### src/verilog/eiop_consts.vh
// Register offsets, fields and reset values of the eight-bit port
`ifndef EIOP_CONSTS_VH
`define EIOP_CONSTS_VH
`define EIOP_OFF_DATA 12'h005
`define EIOP_OFF_DIR 12'h085
`define EIOP_OFF_CMP 12'h01f
`define EIOP_OFF_VREF 12'h09f
`define EIOP_OFF_OSC 12'h100
`define EIOP_DIR_RST 8'hff
`define EIOP_CMP_RST 8'h00
`define EIOP_VREF_RST 8'h00
`define EIOP_VREF_MASK 8'hef
`define EIOP_OSC_RST 1'b0
`define EIOP_LATCH_RST 8'h00
`define EIOP_DIGIN_RST 1'b0
`define EIOP_PRDATA_RST 32'h00000000
`define EIOP_CM_OFF 3'h7
`define EIOP_CM_OUTS 3'h6
`define EIOP_CM_LSB 0
`define EIOP_VROE_BIT 6
`define EIOP_OD_PIN 4
`define EIOP_IN_PIN 5
`define EIOP_VREF_PIN 2
`define EIOP_CMP1_PIN 3
`define EIOP_ANA_PINS 8'h0f
`endif

### src/verilog/eiop_port.v
// Eight-bit I/O port with direction, comparator and reference muxing
`include "eiop_consts.vh"
module eiop_port
(
  input wire pclk,
  input wire presetn,
  input wire psel,
  input wire penable,
  input wire pwrite,
  input wire [11:0] paddr,
  input wire [31:0] pwdata,
  output reg [31:0] prdata,
  output wire pready,
  output wire pslverr,
  input wire [7:0] pin_in,
  output wire [7:0] pin_out,
  output wire [7:0] pin_oe,
  input wire cmp1_result,
  input wire cmp2_result,
  output wire timer_external_clock_in,
  output wire vref_enable,
  output wire vref_output_pin_en,
  output wire [3:0] vref_level,
  output wire vref_range,
  output wire [3:0] analog_input_sel
);
  reg [7:0] pin_direction_reg_r;
  reg [7:0] comparator_control_reg_r;
  reg [7:0] vref_control_reg_r;
  reg osc_claim_r;
  reg digin_on_r;
  wire [7:0] pin_data_latch_reg;
  wire acc;
  wire wr;
  wire rd_setup;
  wire wr_data_en;
  wire wr_dir_en;
  wire wr_cmp_en;
  wire wr_vref_en;
  wire wr_osc_en;
  reg hit_data;
  reg hit_dir;
  reg hit_cmp;
  reg hit_vref;
  reg hit_osc;
  wire hit_any;
  wire [2:0] cm;
  wire cmp_off;
  wire cmp_outs;
  wire [7:0] ana_in;
  wire [7:0] owned;
  wire [7:0] pin_read;
  wire [7:0] dir_eff;
  wire [7:0] drv_val;
  wire [7:0] oe_raw;
  wire [7:0] od_mask;
  wire [7:0] in_mask;
  wire [7:0] digin_mask;
  wire pin3_val;
  wire pin4_val;
  reg [31:0] rd_nxt;

  // One-hot mask of a single pin
  function [7:0] bit_mask;
    input integer idx;
    begin
      bit_mask = 8'h01 << idx;
    end
  endfunction

  // Byte register widened to the bus word
  function [31:0] rd_word;
    input [7:0] b;
    begin
      rd_word = {24'h000000, b};
    end
  endfunction

  function is_addr;
    input [11:0] a;
    input [11:0] off;
    begin
      is_addr = (a[11:2] == off[9:0]) && (a[1:0] == 2'b00);
    end
  endfunction

  assign acc = psel && penable;
  assign wr = acc && pwrite;
  // Read data latched in setup so it stands through access
  assign rd_setup = psel && !penable && !pwrite;
  assign pready = 1'b1;

  always @*
  begin
    hit_data = 1'b0;
    hit_dir = 1'b0;
    hit_cmp = 1'b0;
    hit_vref = 1'b0;
    hit_osc = 1'b0;
    if (is_addr(paddr, `EIOP_OFF_DATA))
    begin
      hit_data = 1'b1;
    end
    else if (is_addr(paddr, `EIOP_OFF_DIR))
    begin
      hit_dir = 1'b1;
    end
    else if (is_addr(paddr, `EIOP_OFF_CMP))
    begin
      hit_cmp = 1'b1;
    end
    else if (is_addr(paddr, `EIOP_OFF_VREF))
    begin
      hit_vref = 1'b1;
    end
    else if (is_addr(paddr, `EIOP_OFF_OSC))
    begin
      hit_osc = 1'b1;
    end
  end

  assign hit_any = hit_data | hit_dir | hit_cmp | hit_vref | hit_osc;
  // Unmapped addresses answer with an error
  assign pslverr = acc && !hit_any;

  // One write strobe per register
  assign wr_data_en = wr && hit_data;
  assign wr_dir_en = wr && hit_dir;
  assign wr_cmp_en = wr && hit_cmp;
  assign wr_vref_en = wr && hit_vref;
  assign wr_osc_en = wr && hit_osc;
  // Fixed roles of the special pins
  assign od_mask = bit_mask(`EIOP_OD_PIN);
  assign in_mask = bit_mask(`EIOP_IN_PIN);

  assign cm = comparator_control_reg_r[`EIOP_CM_LSB+2:`EIOP_CM_LSB];
  assign cmp_off = (cm == `EIOP_CM_OFF);
  assign cmp_outs = (cm == `EIOP_CM_OUTS);
  // Every mode but off uses the low four pins as analog inputs
  assign ana_in = cmp_off ? 8'h00 : `EIOP_ANA_PINS;
  assign analog_input_sel = ana_in[3:0];

  assign owned = {osc_claim_r, osc_claim_r, 6'h00};

  assign digin_mask = digin_on_r ? 8'hff : ~`EIOP_ANA_PINS;
  assign pin_read = pin_in & ~ana_in & ~owned & digin_mask;

  assign dir_eff = pin_direction_reg_r | owned | in_mask;

  assign pin3_val = cmp_outs ? cmp1_result : pin_data_latch_reg[3];
  assign pin4_val = cmp_outs ? cmp2_result : pin_data_latch_reg[4];
  assign drv_val = {pin_data_latch_reg[7:5], pin4_val, pin3_val, pin_data_latch_reg[2:0]};

  assign oe_raw = ~dir_eff;
  assign pin_out = drv_val & ~od_mask;
  assign pin_oe = oe_raw & ~(od_mask & drv_val);
  assign timer_external_clock_in = pin_in[`EIOP_OD_PIN];

  assign vref_enable = vref_control_reg_r[7];
  assign vref_output_pin_en = vref_control_reg_r[`EIOP_VROE_BIT];
  assign vref_range = vref_control_reg_r[5];
  assign vref_level = vref_control_reg_r[3:0];

  eiop_latch u_latch
  (
    .pclk(pclk),
    .presetn(presetn),
    .wr_en(wr_data_en),
    .wr_data(pwdata[7:0]),
    .pin_level(pin_read),
    .wr_mask(8'hff),
    .latch_r(pin_data_latch_reg)
  );

  always @(posedge pclk or negedge presetn)
  begin
    if (!presetn)
    begin
      pin_direction_reg_r <= `EIOP_DIR_RST;
    end
    else if (wr_dir_en)
    begin
      pin_direction_reg_r <= pwdata[7:0];
    end
  end

  always @(posedge pclk or negedge presetn)
  begin
    if (!presetn)
    begin
      comparator_control_reg_r <= `EIOP_CMP_RST;
    end
    else if (wr_cmp_en)
    begin
      comparator_control_reg_r <= pwdata[7:0];
    end
  end

  // Low digital inputs off until comparator setup
  always @(posedge pclk or negedge presetn)
  begin
    if (!presetn)
    begin
      digin_on_r <= `EIOP_DIGIN_RST;
    end
    else if (wr_cmp_en)
    begin
      digin_on_r <= 1'b1;
    end
  end

  // Unused bit four is never stored
  always @(posedge pclk or negedge presetn)
  begin
    if (!presetn)
    begin
      vref_control_reg_r <= `EIOP_VREF_RST;
    end
    else if (wr_vref_en)
    begin
      vref_control_reg_r <= pwdata[7:0] & `EIOP_VREF_MASK;
    end
  end

  always @(posedge pclk or negedge presetn)
  begin
    if (!presetn)
    begin
      osc_claim_r <= `EIOP_OSC_RST;
    end
    else if (wr_osc_en)
    begin
      osc_claim_r <= pwdata[0];
    end
  end

  // Read mux; unmapped addresses read zero
  always @*
  begin
    rd_nxt = `EIOP_PRDATA_RST;
    if (hit_data)
    begin
      rd_nxt = rd_word(pin_read);
    end
    else if (hit_dir)
    begin
      rd_nxt = rd_word(pin_direction_reg_r | in_mask);
    end
    else if (hit_cmp)
    begin
      rd_nxt = rd_word({cmp2_result, cmp1_result, comparator_control_reg_r[5:0]});
    end
    else if (hit_vref)
    begin
      rd_nxt = rd_word(vref_control_reg_r);
    end
    else if (hit_osc)
    begin
      rd_nxt = rd_word({7'h00, osc_claim_r});
    end
  end

  always @(posedge pclk or negedge presetn)
  begin
    if (!presetn)
    begin
      prdata <= `EIOP_PRDATA_RST;
    end
    else if (rd_setup)
    begin
      prdata <= rd_nxt;
    end
  end
endmodule // eiop_port

### src/verilog/eiop_latch.v
// Output data latch with read-modify-write merge
`include "eiop_consts.vh"
module eiop_latch
(
  input wire pclk,
  input wire presetn,
  input wire wr_en,
  input wire [7:0] wr_data,
  input wire [7:0] pin_level,
  input wire [7:0] wr_mask,
  output reg [7:0] latch_r
);
  wire [7:0] latch_nxt;
  assign latch_nxt = (pin_level & ~wr_mask) | (wr_data & wr_mask);
  always @(posedge pclk or negedge presetn)
  begin
    if (!presetn)
      latch_r <= `EIOP_LATCH_RST;
    else if (wr_en)
      latch_r <= latch_nxt;
  end
endmodule // eiop_latch

### config.mk
export PLATFORM = sky130hd
export DESIGN_NAME = eiop_port
export DESIGN_NICKNAME = d
export VERILOG_FILES = /design/src/verilog/eiop_port.v /design/src/verilog/eiop_latch.v
export VERILOG_INCLUDE_DIRS = /design/src /design/src/verilog
export SDC_FILE = /design/constraint.sdc
export NUM_CORES = 1
export LEC_CHECK = 0
export ABC_AREA = 0
export BUFFER_PORTS_ARGS = -buffer_cell sky130_fd_sc_hd__buf_2
export CAP_MARGIN = 20
export CORE_MARGIN = 3
export CORE_UTILIZATION = 42
export CTS_BUF_LIST = sky130_fd_sc_hd__clkbuf_4 sky130_fd_sc_hd__clkbuf_8
export DETAILED_ROUTE_END_ITERATION = 10
export MAX_ROUTING_LAYER = met4
export PLACE_DENSITY = 0.81
export SYNTH_ARGS = -nofsm -noshare
export SYNTH_HDL_FRONTEND = slang
export SYNTH_SLANG_ARGS = --single-unit
### constraint.sdc
create_clock -name pclk -period 3.5 [get_ports pclk]
set_input_delay 0.875 -clock pclk [delete_from_list [all_inputs] [get_ports pclk]]
set_output_delay 0.875 -clock pclk [all_outputs]
set_load 0.02 [all_outputs]
==> metrics, run 1 <==
post-CTS sizing=0; worst path cell trace=buf_2, or4_2, nor4_4, a211oi_1, buf_2; Reg clk slew, reported paths=70 ps; DP HPWL=3.80 mm; r2r startpoint=comparator_control_reg_r[1]; CTS tree=yes; mux contribution to synthesized area=a little under a fifth; first-pass GRT wire length=7.85 mm; largest family of logic cells by synthesized area=multiplexers; I/O Pins=121; crit path kind=primary input to primary output; DP Area=0.00247 mm2; post-route ant nets=0; Detailed Routing Iterations Pass 1=4; fin crit period=3050 ps; CP max FO=3; largest net degree at the start of global routing=39; Port Buffers=69; WP buf/inv=2; HP Class=register to register; Arr. time, crit path=2170 ps; Max VDD drop=0.000291 V; fin crit share=87.1%; initial antenna violation count=0; CP required=2620 ps; fmax=0.328 GHz; PwrDens=341 mW/mm2; Most common cell on crit path=buf_2; syn_area_per_cell=10.7 um2; Post-CTS Setup Bufs=0; worst skew pair latency=290 ps; initial cell density of the core=43.9%; Worst Skew=8.20 ps; Num CTS Buffers=5; Post-synth EDFFs=0; total number of vias=~1.7k; Reg2Reg Depth=4; WL/cell=about 14 um; DIE AREA=between 0.006 and 0.007 mm2; Initial DRC Count=44; Vias/cell=between 4 and 5; Slew @ Worst Pin=839 ps; die height=roughly 79 um; Final Util=49.9%; sequential share of the synthesized area=42.5%; total of warnings raised by yosys=0; Synth Area in Compound Gates=5.66%; Slowest Stage Delay on Critical Path=710 ps; Synth Cell Area=0.00226 mm2; xor-xnor portion of the synthesized cell area=0%; Leakage=1.29 nW; gr ovfl total=0; layout cells sized above 1=48.5%; final setup vio count=0; r2r endpoint=prdata[1]; reg2reg setup slack=1980 ps; Remaining DRCs=0; core area=0.00514 mm2; Slew HR=between 40% and 50%; root buf cell=clkbuf_8; Inserted Diodes=0; area share of fa/ha/maj cells after synthesis=0%; Fin Setup TNS=0 ps; Max Root-Sink Buffers=2; most frequent cells in the layout=69 x buf_2, 32 x mux2_2, 31 x dfrtp_1; Critical Path Start Type=primary input; synthesized flop and latch total=38; commonest non-fill, non-tap cell in the layout=buf_2; H-tree depth=2; Slew Viols, Final=0; hold buffer count at CTS=0; max_cap viols=0; Area growth syn-to-layout=13.6%; Main synth FF type=dfrtp_1; cell family with the largest share of critical-path delay=simple AND/OR/NAND/NOR gates; CP max-delay cell=or4_2; outcome=finished, final reports clean; Row Count=26; vias in the first global route=1560; Unique masters post-synth=40; post-synthesis cell count=210; WHS Endpoint=digin_on_r; Design Area, Final=0.00256 mm2; simple-gate share of the synthesized area=17.7%; endpoints failing hold=0; RSZ-0062 raised after global routing=no; hold depth=2; Final Wtd Congestion=0.862; clock sinks=38; critical path endpoint category=primary output; Die Wd=about 79 um; final wirelength=4.86 mm; number of nets in the layout=326; Hold Path Origin=digin_on_r; GRT Total Usage=16.6%; ys async rst share=100%
[per-stage QoR]
step / worst slack, ps / instances / hold WS (ps) / power, mW
CTS: 446 / 338 / 457 / 0.881
global placement: 445 / 330 / 424 / 0.576
detailed placement: 449 / 330 / 442 / 0.578
global route: 374 / 338 / 501 / 0.912
floorplan: 728 / 235 / 414 / 0.551
finish: 453 / 338 / 458 / 0.876
[cell usage after synthesis (all sizes together), types with 3 or more instances]
library cell	instances	area share [%]
buf	41	13
mux2	33	17
dfrtp	31	34
nor2	13	2.6
nand2	11	1.8
nand3	8	2.0
dfstp	7	8.2
o21ai	7	1.6
nor3	6	1.6
a31oi	5	1.4
inv	5	0.83
mux2i	5	2.2
and4	4	1.6
clkbuf	4	0.67
a22oi	3	1.0
and3	3	0.83
nand3b	3	1.2
nand4	3	1.1
nor4	3	2.2
or3	3	1.3
[worst reg2reg max path, stage by stage (launching register included)]
cell and delay (ps):
dfrtp_1 380, nand3_1 180, nor4_1 540, nand3_1 130
a31oi_1 190
[final cells by class]
cell class              count  area, um2
clock inverters             2       15.0
inverters                   5       18.8
multi-input cells         147       1050
flip-flops and latches     38        960
clock buffers               6       76.3
fillers                   483       2580
repair buffers             70        353
well taps                  70       87.6
[sequential cells by signal, indices dropped and copies added (netlist names)]
register	flops
comparator_control_reg_r	6
digin_on_r	1
osc_claim_r	1
pin_direction_reg_r	7
prdata	8
u_latch.latch_r	8
vref_control_reg_r	7
[layer usage]
metal | up-vias | global-route usage [%] | share of wire [%]
met5 | - | - | 0
met4 | 0 | 4.12 | 0.91
met3 | 5 | 3.51 | 7.7
met2 | 79 | 26.0 | 48
met1 | 783 | 22.0 | 44
li1 | 800 | - | -
[worst max path at each step]
| stage | startpoint | endpoint | depth (start not counted) |
|---|---|---|---|
| after global placement | paddr[1] | pslverr | 5 |
| final | paddr[1] | pslverr | 5 |
| after detailed placement | paddr[1] | pslverr | 5 |
| after floorplan | paddr[1] | pslverr | 3 |
| after global routing | paddr[1] | pslverr | 5 |
| after CTS | paddr[1] | pslverr | 5 |
[kinds of logic (layout without fill, tap and decap cells)]
kind of cell           after synthesis  in the layout
buffers and inverters               50             83
and+or+nand+nor                     62             62
DFF                                 38             38
AOI/OAI and AO/OA                   20             20
muxes                               38             38
other                                2             27
[power breakdown]
group / total (mW) / leakage, nW / internal [mW] / switching [mW]
logic: 0.119 / 0.754 / 0.0343 / 0.0847
registers: 0.450 / 0.492 / 0.447 / 0.00345
clock network: 0.306 / 0.0408 / 0.148 / 0.158
No activity file was read; power rests on OpenSTA's default activity.
==> run 2: changes to the inputs <==
--- a/config.mk
+++ b/config.mk
@@ -14,7 +14,7 @@
 export CTS_BUF_LIST = sky130_fd_sc_hd__clkbuf_4 sky130_fd_sc_hd__clkbuf_8
 export DETAILED_ROUTE_END_ITERATION = 10
 export MAX_ROUTING_LAYER = met4
-export PLACE_DENSITY = 0.81
+export PLACE_DENSITY = 0.76
 export SYNTH_ARGS = -nofsm -noshare
 export SYNTH_HDL_FRONTEND = slang
 export SYNTH_SLANG_ARGS = --single-unit
==> constraint.sdc (replaced) <==
create_clock -name pclk -period 3.15 [get_ports pclk]
set_input_delay 0.7875 -clock pclk [delete_from_list [all_inputs] [get_ports pclk]]
set_output_delay 0.7875 -clock pclk [all_outputs]
set_load 0.02 [all_outputs]
==> run 2 against run 1 <==
Sequential cell count did not move. Die area did not move. Final cell count rose by 0.30%. Critical path type unchanged. Critical endpoint unchanged.
==> metrics, run 2 (synthesis results as in run 1) <==
gr ovfl total=0 (unchanged); Most common cell on crit path=buf_2; Hold WS=458 ps (+0.105 ps); Slew Viols, Final=0 (unchanged); Worst Skew=3.36 ps (-4.84 ps); CP max FO=3 (unchanged); final setup vio count=0 (unchanged); post-CTS sizing=0 (unchanged); P_int=0.852 mW (+35%); Detailed Routing Iterations Pass 1=4 (unchanged); worst skew pair latency=290 ps (about the same); fmax=0.352 GHz; Clock Power Share=44.2% (+9.2 points); CP required=2360 ps (-260 ps); layout cells sized above 1=48.7% (+0.19 points); GRT Total Usage=18.4% (+1.8 points); routing usage on met1=24.0% (+2.0 points); total number of vias=1685 (+1.1%); die height=79.3 um (unchanged); I/O Pins=121 (unchanged); DP Worst Slack=301 ps (-148 ps); max_cap viols=0 (unchanged); Leakage=1.32 nW (+2.6%); Reg clk slew, reported paths=80 ps (about the same); Area growth syn-to-layout=16.0%; Vias/cell=4.97 (+0.78%); Max VDD drop=0.000320 V (+9.9%); largest registers=prdata x8, u_latch.latch_r x8; critical path endpoint category=primary output; WL/cell=15.2 um (+5.9%); vias in the first global route=1715 (+9.9%); number of nets in the layout=327 (+0.31%); core area=0.00514 mm2 (unchanged); instance count on the critical path=5 (unchanged); hold buffer count at CTS=0 (unchanged); PwrDens=434 mW/mm2 (+27%); Num CTS Buffers=5 (unchanged); H-tree depth=2 (unchanged); CP max-delay cell=or4_2; largest net degree at the start of global routing=39 (unchanged); crit path kind=primary input to primary output; Initial DRC Count=49 (+11%); Final Wtd Congestion=0.776 (-10%); clock sinks=38 (unchanged); commonest non-fill, non-tap cell in the layout=buf_2; Post-CTS Setup Bufs=0 (unchanged); Inserted Diodes=0 (unchanged); Sw Ratio=24.9% (-3.2 points); final wirelength=5.16 mm (+6.2%); Setup WS post-layout=307 ps (-146 ps); Arr. time, crit path=2060 ps (-110 ps); sequential power share=44.1% (-7.3 points); most frequent cells in the layout=69 x buf_2, 32 x mux2_2, 31 x dfrtp_1; fin crit period=2840 ps; Remaining DRCs=0 (unchanged); Switch Pwr=0.283 mW (+15%); first-pass GRT wire length=8.67 mm (+10%); Post-Place Cells=331 (+0.30%); hold depth=2 (unchanged); Slew @ Worst Pin=835 ps (-3.43 ps); Fin Setup TNS=0 ps (unchanged); DIE AREA=0.00629 mm2 (unchanged); fin crit share=90.3%; Slew HR=44.3% (+0.23 points); initial antenna violation count=0 (unchanged); M3 GR Usage=3.63% (+0.11 points); CTS tree=yes; Max Root-Sink Buffers=2 (unchanged); root buf cell=clkbuf_8; worst path cell trace=buf_2, or4_2, nor4_4, a211oi_1, buf_2; Logic pwr share=11.6% (-2.0 points); DP HPWL=4.00 mm (+5.1%); post-route ant nets=0 (unchanged); Port Buffers=69 (unchanged); cell family with the largest share of critical-path delay=simple AND/OR/NAND/NOR gates; Die Wd=79.3 um (unchanged); Row Count=26 (unchanged); Top Usage Layer GRT=met2; initial cell density of the core=43.9% (unchanged); HP Class=register to register; RSZ-0062 raised after global routing=no; Critical Path Start Type=primary input; met2 global-route usage=28.5% (+2.4 points); WP buf/inv=2 (unchanged); Layout Cells excl Fill=339 (+0.30%); Slowest Stage Delay on Critical Path=700 ps (about the same); Reg2Reg Depth=4 (unchanged); outcome=finished, final reports clean; endpoints failing hold=0 (unchanged)
[run 2: cell types whose count changed in the layout (fill, tap and decap cells not counted), sizes merged]
| cell | previous run | this run |
|---|---|---|
| clkinv | 0 | 1 |
| clkbuf | 6 | 5 |
| bufinv | 0 | 2 |
| clkinvlp | 2 | 0 |
| buf | 70 | 71 |
[run 2: path summary, 6_finish.rpt]
| check | from | end | slack (ps) |
|---|---|---|---|
| worst max-delay path | paddr[1] | pslverr | 310 |
| worst min-delay path | digin_on_r | digin_on_r | 460 |
| worst max register to register | comparator_control_reg_r[1] | prdata[2] | 1550 |
| worst min register to register | digin_on_r | digin_on_r | 460 |
| max in group asynchronous | presetn | u_latch.latch_r[6] | 2040 |
| min in group asynchronous | presetn | u_latch.latch_r[1] | 590 |
[run 2: worst min-delay path, delay by kind of cell (launching register included)]
kind	cells	cell delay [ps]
buf+inv	1	50
flops	1	330
simple gates	1	50
[run 2: metal layers]
metal | up-vias | routed length (um)
li1 | 798 | -
met1 | 797 | 2320
met2 | 81 | 2370
met3 | 9 | 360
met4 | 0 | 108
met5 | - | 0
[run 2: layout make-up]
cell class | instances | area [um2]
clock buffers | 5 | 68.8
clock inverters | 3 | 68.8
fillers | 490 | 2520
inverters | 5 | 18.8
multi-input cells | 147 | 1050
flip-flops and latches | 38 | 960
well taps | 70 | 87.6
repair buffers | 71 | 360
[run 2: power by group through the flow]
stage | Sequential [mW] | Clock [mW] | Combinational [mW]
after floorplan | 0.521 | 0 | 0.0920
after global placement | 0.510 | 0 | 0.131
after detailed placement | 0.510 | 0 | 0.132
after CTS | 0.501 | 0.507 | 0.132
after global routing | 0.502 | 0.538 | 0.146
final | 0.501 | 0.502 | 0.132
[run 2: per-stage QoR]
| step | total power [mW] | util (%) | instance area (um2) |
|---|---|---|---|
| 2_1_floorplan | 0.612 | - | 2350 |
| 3_3_place_gp | 0.640 | 48.2 | 2480 |
| 3_5_place_dp | 0.642 | 48.2 | 2480 |
| 4_1_cts | 1.14 | 50.9 | 2620 |
| 5_1_grt | 1.19 | 50.9 | 2620 |
| 6_report | 1.13 | 50.9 | 2620 |
==> run 3: changes to the inputs <==
--- a/config.mk
+++ b/config.mk
@@ -6,15 +6,15 @@
 export SDC_FILE = /design/constraint.sdc
 export NUM_CORES = 1
 export LEC_CHECK = 0
-export ABC_AREA = 0
-export BUFFER_PORTS_ARGS = -buffer_cell sky130_fd_sc_hd__buf_2
+export ABC_AREA = 1
 export CAP_MARGIN = 20
 export CORE_MARGIN = 3
 export CORE_UTILIZATION = 42
 export CTS_BUF_LIST = sky130_fd_sc_hd__clkbuf_4 sky130_fd_sc_hd__clkbuf_8
 export DETAILED_ROUTE_END_ITERATION = 10
+export DONT_BUFFER_PORTS = 1
 export MAX_ROUTING_LAYER = met4
-export PLACE_DENSITY = 0.76
+export SLEW_MARGIN = 20
 export SYNTH_ARGS = -nofsm -noshare
 export SYNTH_HDL_FRONTEND = slang
 export SYNTH_SLANG_ARGS = --single-unit
==> run 3 against run 2 <==
Setup slack better by 150 ps. Largest cell class unchanged. Final area shrank 6.5%. Non-clock buffer count decreased by 69. Via count increased by 3.2%. Highest routed layer unchanged. Sequential power up 5.8%.
==> metrics, run 3 <==
Detailed Routing Iterations Pass 1=4 (unchanged); Synth area leaders=dfrtp_1 32%, buf_4 12%, nand2_1 8.3%, dfstp_2 7.5%, inv_1 5.5%; total of warnings raised by yosys=0 (unchanged); Max Root-Sink Buffers=2 (unchanged); gr ovfl total=0 (unchanged); fin crit period=2690 ps (-154 ps); first-pass GRT wire length=8.69 mm (+0.24%); ys async rst share=100% (unchanged); CTS tree=yes; Reg clk slew, reported paths=90 ps (about the same); initial cell density of the core=44.1% (+0.17 points); Unique masters post-synth=32 (-20%); largest registers=prdata x8, u_latch.latch_r x8; synthesized flop and latch total=38 (unchanged); reg2reg setup slack=1020 ps (-530 ps); number of nets in the layout=351 (+7.3%); PwrDens=462 mW/mm2 (+6.6%); most common cell in the netlist=nand2_1; Reg2Reg Depth=6 (+2); most frequent cells in the layout=54 x nand2_1, 36 x inv_1, 31 x dfrtp_1; layout cells sized above 1=24.2% (-24 points); syn_area_per_cell=8.11 um2 (-25%); Layout Cells excl Fill=365 (+7.7%); RSZ-0062 raised after global routing=no; Max VDD drop=0.000307 V (-3.9%); Tot Pwr=1.13 mW (-0.31%); leading cell types by count after synthesis=54 x nand2_1, 38 x buf_4, 36 x inv_1, 31 x dfrtp_1; Row Count=27 (+3.8%); post-CTS sizing=0 (unchanged); worst path cell trace=nand2_1, inv_2, nand2_1, nor2_4, nand2_4, clkinv_2, nor2_1, nand2_1, nor3_1, buf_4; endpoints failing hold=0 (unchanged); sequential share of the synthesized area=39.1% (-3.5 points); die height=82.5 um (+4.0%); Arr. time, crit path=1900 ps (-160 ps); Synth Cell Area=0.00246 mm2 (+8.9%); Final Wtd Congestion=0.910 (+17%); Slew Viols, Final=0 (unchanged); Vias/cell=4.76 (-4.1%); DIE AREA=0.00680 mm2 (+8.2%); hold buffer count at CTS=0 (unchanged); I/O Pins=121 (unchanged); cell taking the most area after synthesis=dfrtp_1; CP max-delay cell=nor3_1; final wirelength=5.45 mm (+5.5%); r2r endpoint=prdata[2]; Post-synth EDFFs=0 (unchanged); Main synth FF type=dfrtp_1; post-route ant nets=0 (unchanged); largest net degree at the start of global routing=39 (unchanged); DP Worst Slack=468 ps (+167 ps); Slew @ Worst Pin=890 ps (+54.3 ps); CP max FO=5 (+2); initial antenna violation count=0 (unchanged); Die Wd=82.5 um (+4.0%); commonest non-fill, non-tap cell in the layout=nand2_1; Most common cell on crit path=nand2_1; CP required=2360 ps (about the same); critical path endpoint category=primary output; max_cap viols=0 (unchanged); Design Area, Final=0.00245 mm2 (-6.5%); Port Buffers=0 (-100%); fin crit share=85.4% (-4.9 points); Area growth syn-to-layout=-0.356%; total number of vias=1739 (+3.2%); outcome=finished, final reports clean; post-synthesis cell count=303 (+44%); HP Class=primary input to asynchronous set/reset pin; Slowest Stage Delay on Critical Path=190 ps (-510 ps); core area=0.00557 mm2 (+8.4%); Setup WS post-layout=460 ps (+154 ps); Critical Path Start Type=primary input; Num CTS Buffers=5 (unchanged); clock sinks=38 (unchanged); Slew HR=40.5% (-3.8 points); Initial DRC Count=106 (+120%); WP buf/inv=3 (+1); worst skew pair latency=300 ps (about the same); r2r startpoint=comparator_control_reg_r[1]; final setup vio count=0 (unchanged); fmax=0.372 GHz (+5.7%); Inserted Diodes=0 (unchanged); Worst Skew=11.1 ps (+7.74 ps); crit path kind=primary input to primary output; Leakage=1.19 nW (-10%); WL/cell=14.9 um (-2.0%); DP HPWL=4.30 mm (+7.6%); Fin Setup TNS=0 ps (unchanged); vias in the first global route=1743 (+1.6%); Post-Place Cells=357 (+7.9%); root buf cell=clkbuf_8; DP Area=0.00231 mm2 (-6.9%); GRT Total Usage=18.0% (-0.38 points); share of the synthesized area in the top cell type=31.6% (-2.8 points); cell family with the largest share of critical-path delay=simple AND/OR/NAND/NOR gates; H-tree depth=2 (unchanged); Remaining DRCs=0 (unchanged); Post-CTS Setup Bufs=0 (unchanged)
run 3: cell types whose count changed after synthesis, moves of 7 or more:
| cell | previous run | this run |
|---|---|---|
| nand2_1 | 11 | 54 |
| inv_1 | 5 | 36 |
| mux2_2 | 32 | 1 |
| o21ai_1 | 0 | 21 |
| nand3_1 | 7 | 21 |
| o21ai_2 | 0 | 11 |
| nor2_1 | 11 | 20 |
| nand3_2 | 1 | 8 |
run 3: worst reg2reg max path, delay by kind of cell (launching register included):
family	cells	cell delay, ps
simple gates	5	1580
compound gates	1	110
flops	1	390
run 3: kinds of logic after synthesis:
group	Yosys count	synth area share, %
DFF	38	39.1
muxes	1	0.458
and+or+nand+nor	133	28.2
AOI/OAI and AO/OA	42	11.5
buffers and inverters	87	20.5
other	2	0.306
run 3: through the flow:
step,utilization [%],hold WS (ps)
2_1_floorplan,-,423
3_3_place_gp,41.4,435
3_5_place_dp,41.4,439
4_1_cts,43.9,165
5_1_grt,43.9,138
6_report,43.9,172
run 3: where the power goes:
group	switching, mW	leakage [nW]	internal (mW)
clock	0.189	0.0683	0.317
sequential	0.0276	0.480	0.503
combinational	0.0666	0.638	0.0279
total	0.283	1.19	0.848
run 3: layer usage:
metal | wire (um) | GRT usage, %
met1 | 2350 | 23.6
met2 | 2540 | 26.4
met3 | 509 | 6.62
met4 | 48 | 4.15
met5 | 0 | -
run 3: how the worst max path moves through the flow:
stage / slack, ps / end / depth (start not counted) / start
3_3_place_gp: 480 / pslverr / 10 / paddr[4]
6_report: 460 / pslverr / 10 / paddr[4]
2_1_floorplan: 500 / pslverr / 9 / paddr[4]
4_1_cts: 460 / pslverr / 10 / paddr[4]
5_1_grt: 360 / pslverr / 10 / paddr[4]
3_5_place_dp: 470 / pslverr / 10 / paddr[4]
run 3: cell type report:
cell class	instances	area, um2
Multi-Input combinational cell	203	1090
Clock buffer	5	68.8
Inverter	42	159
Fill cell	589	3130
Timing Repair Buffer	2	15.0
Clock inverter	3	68.8
Tap cell	72	90.1
Sequential cell	38	960
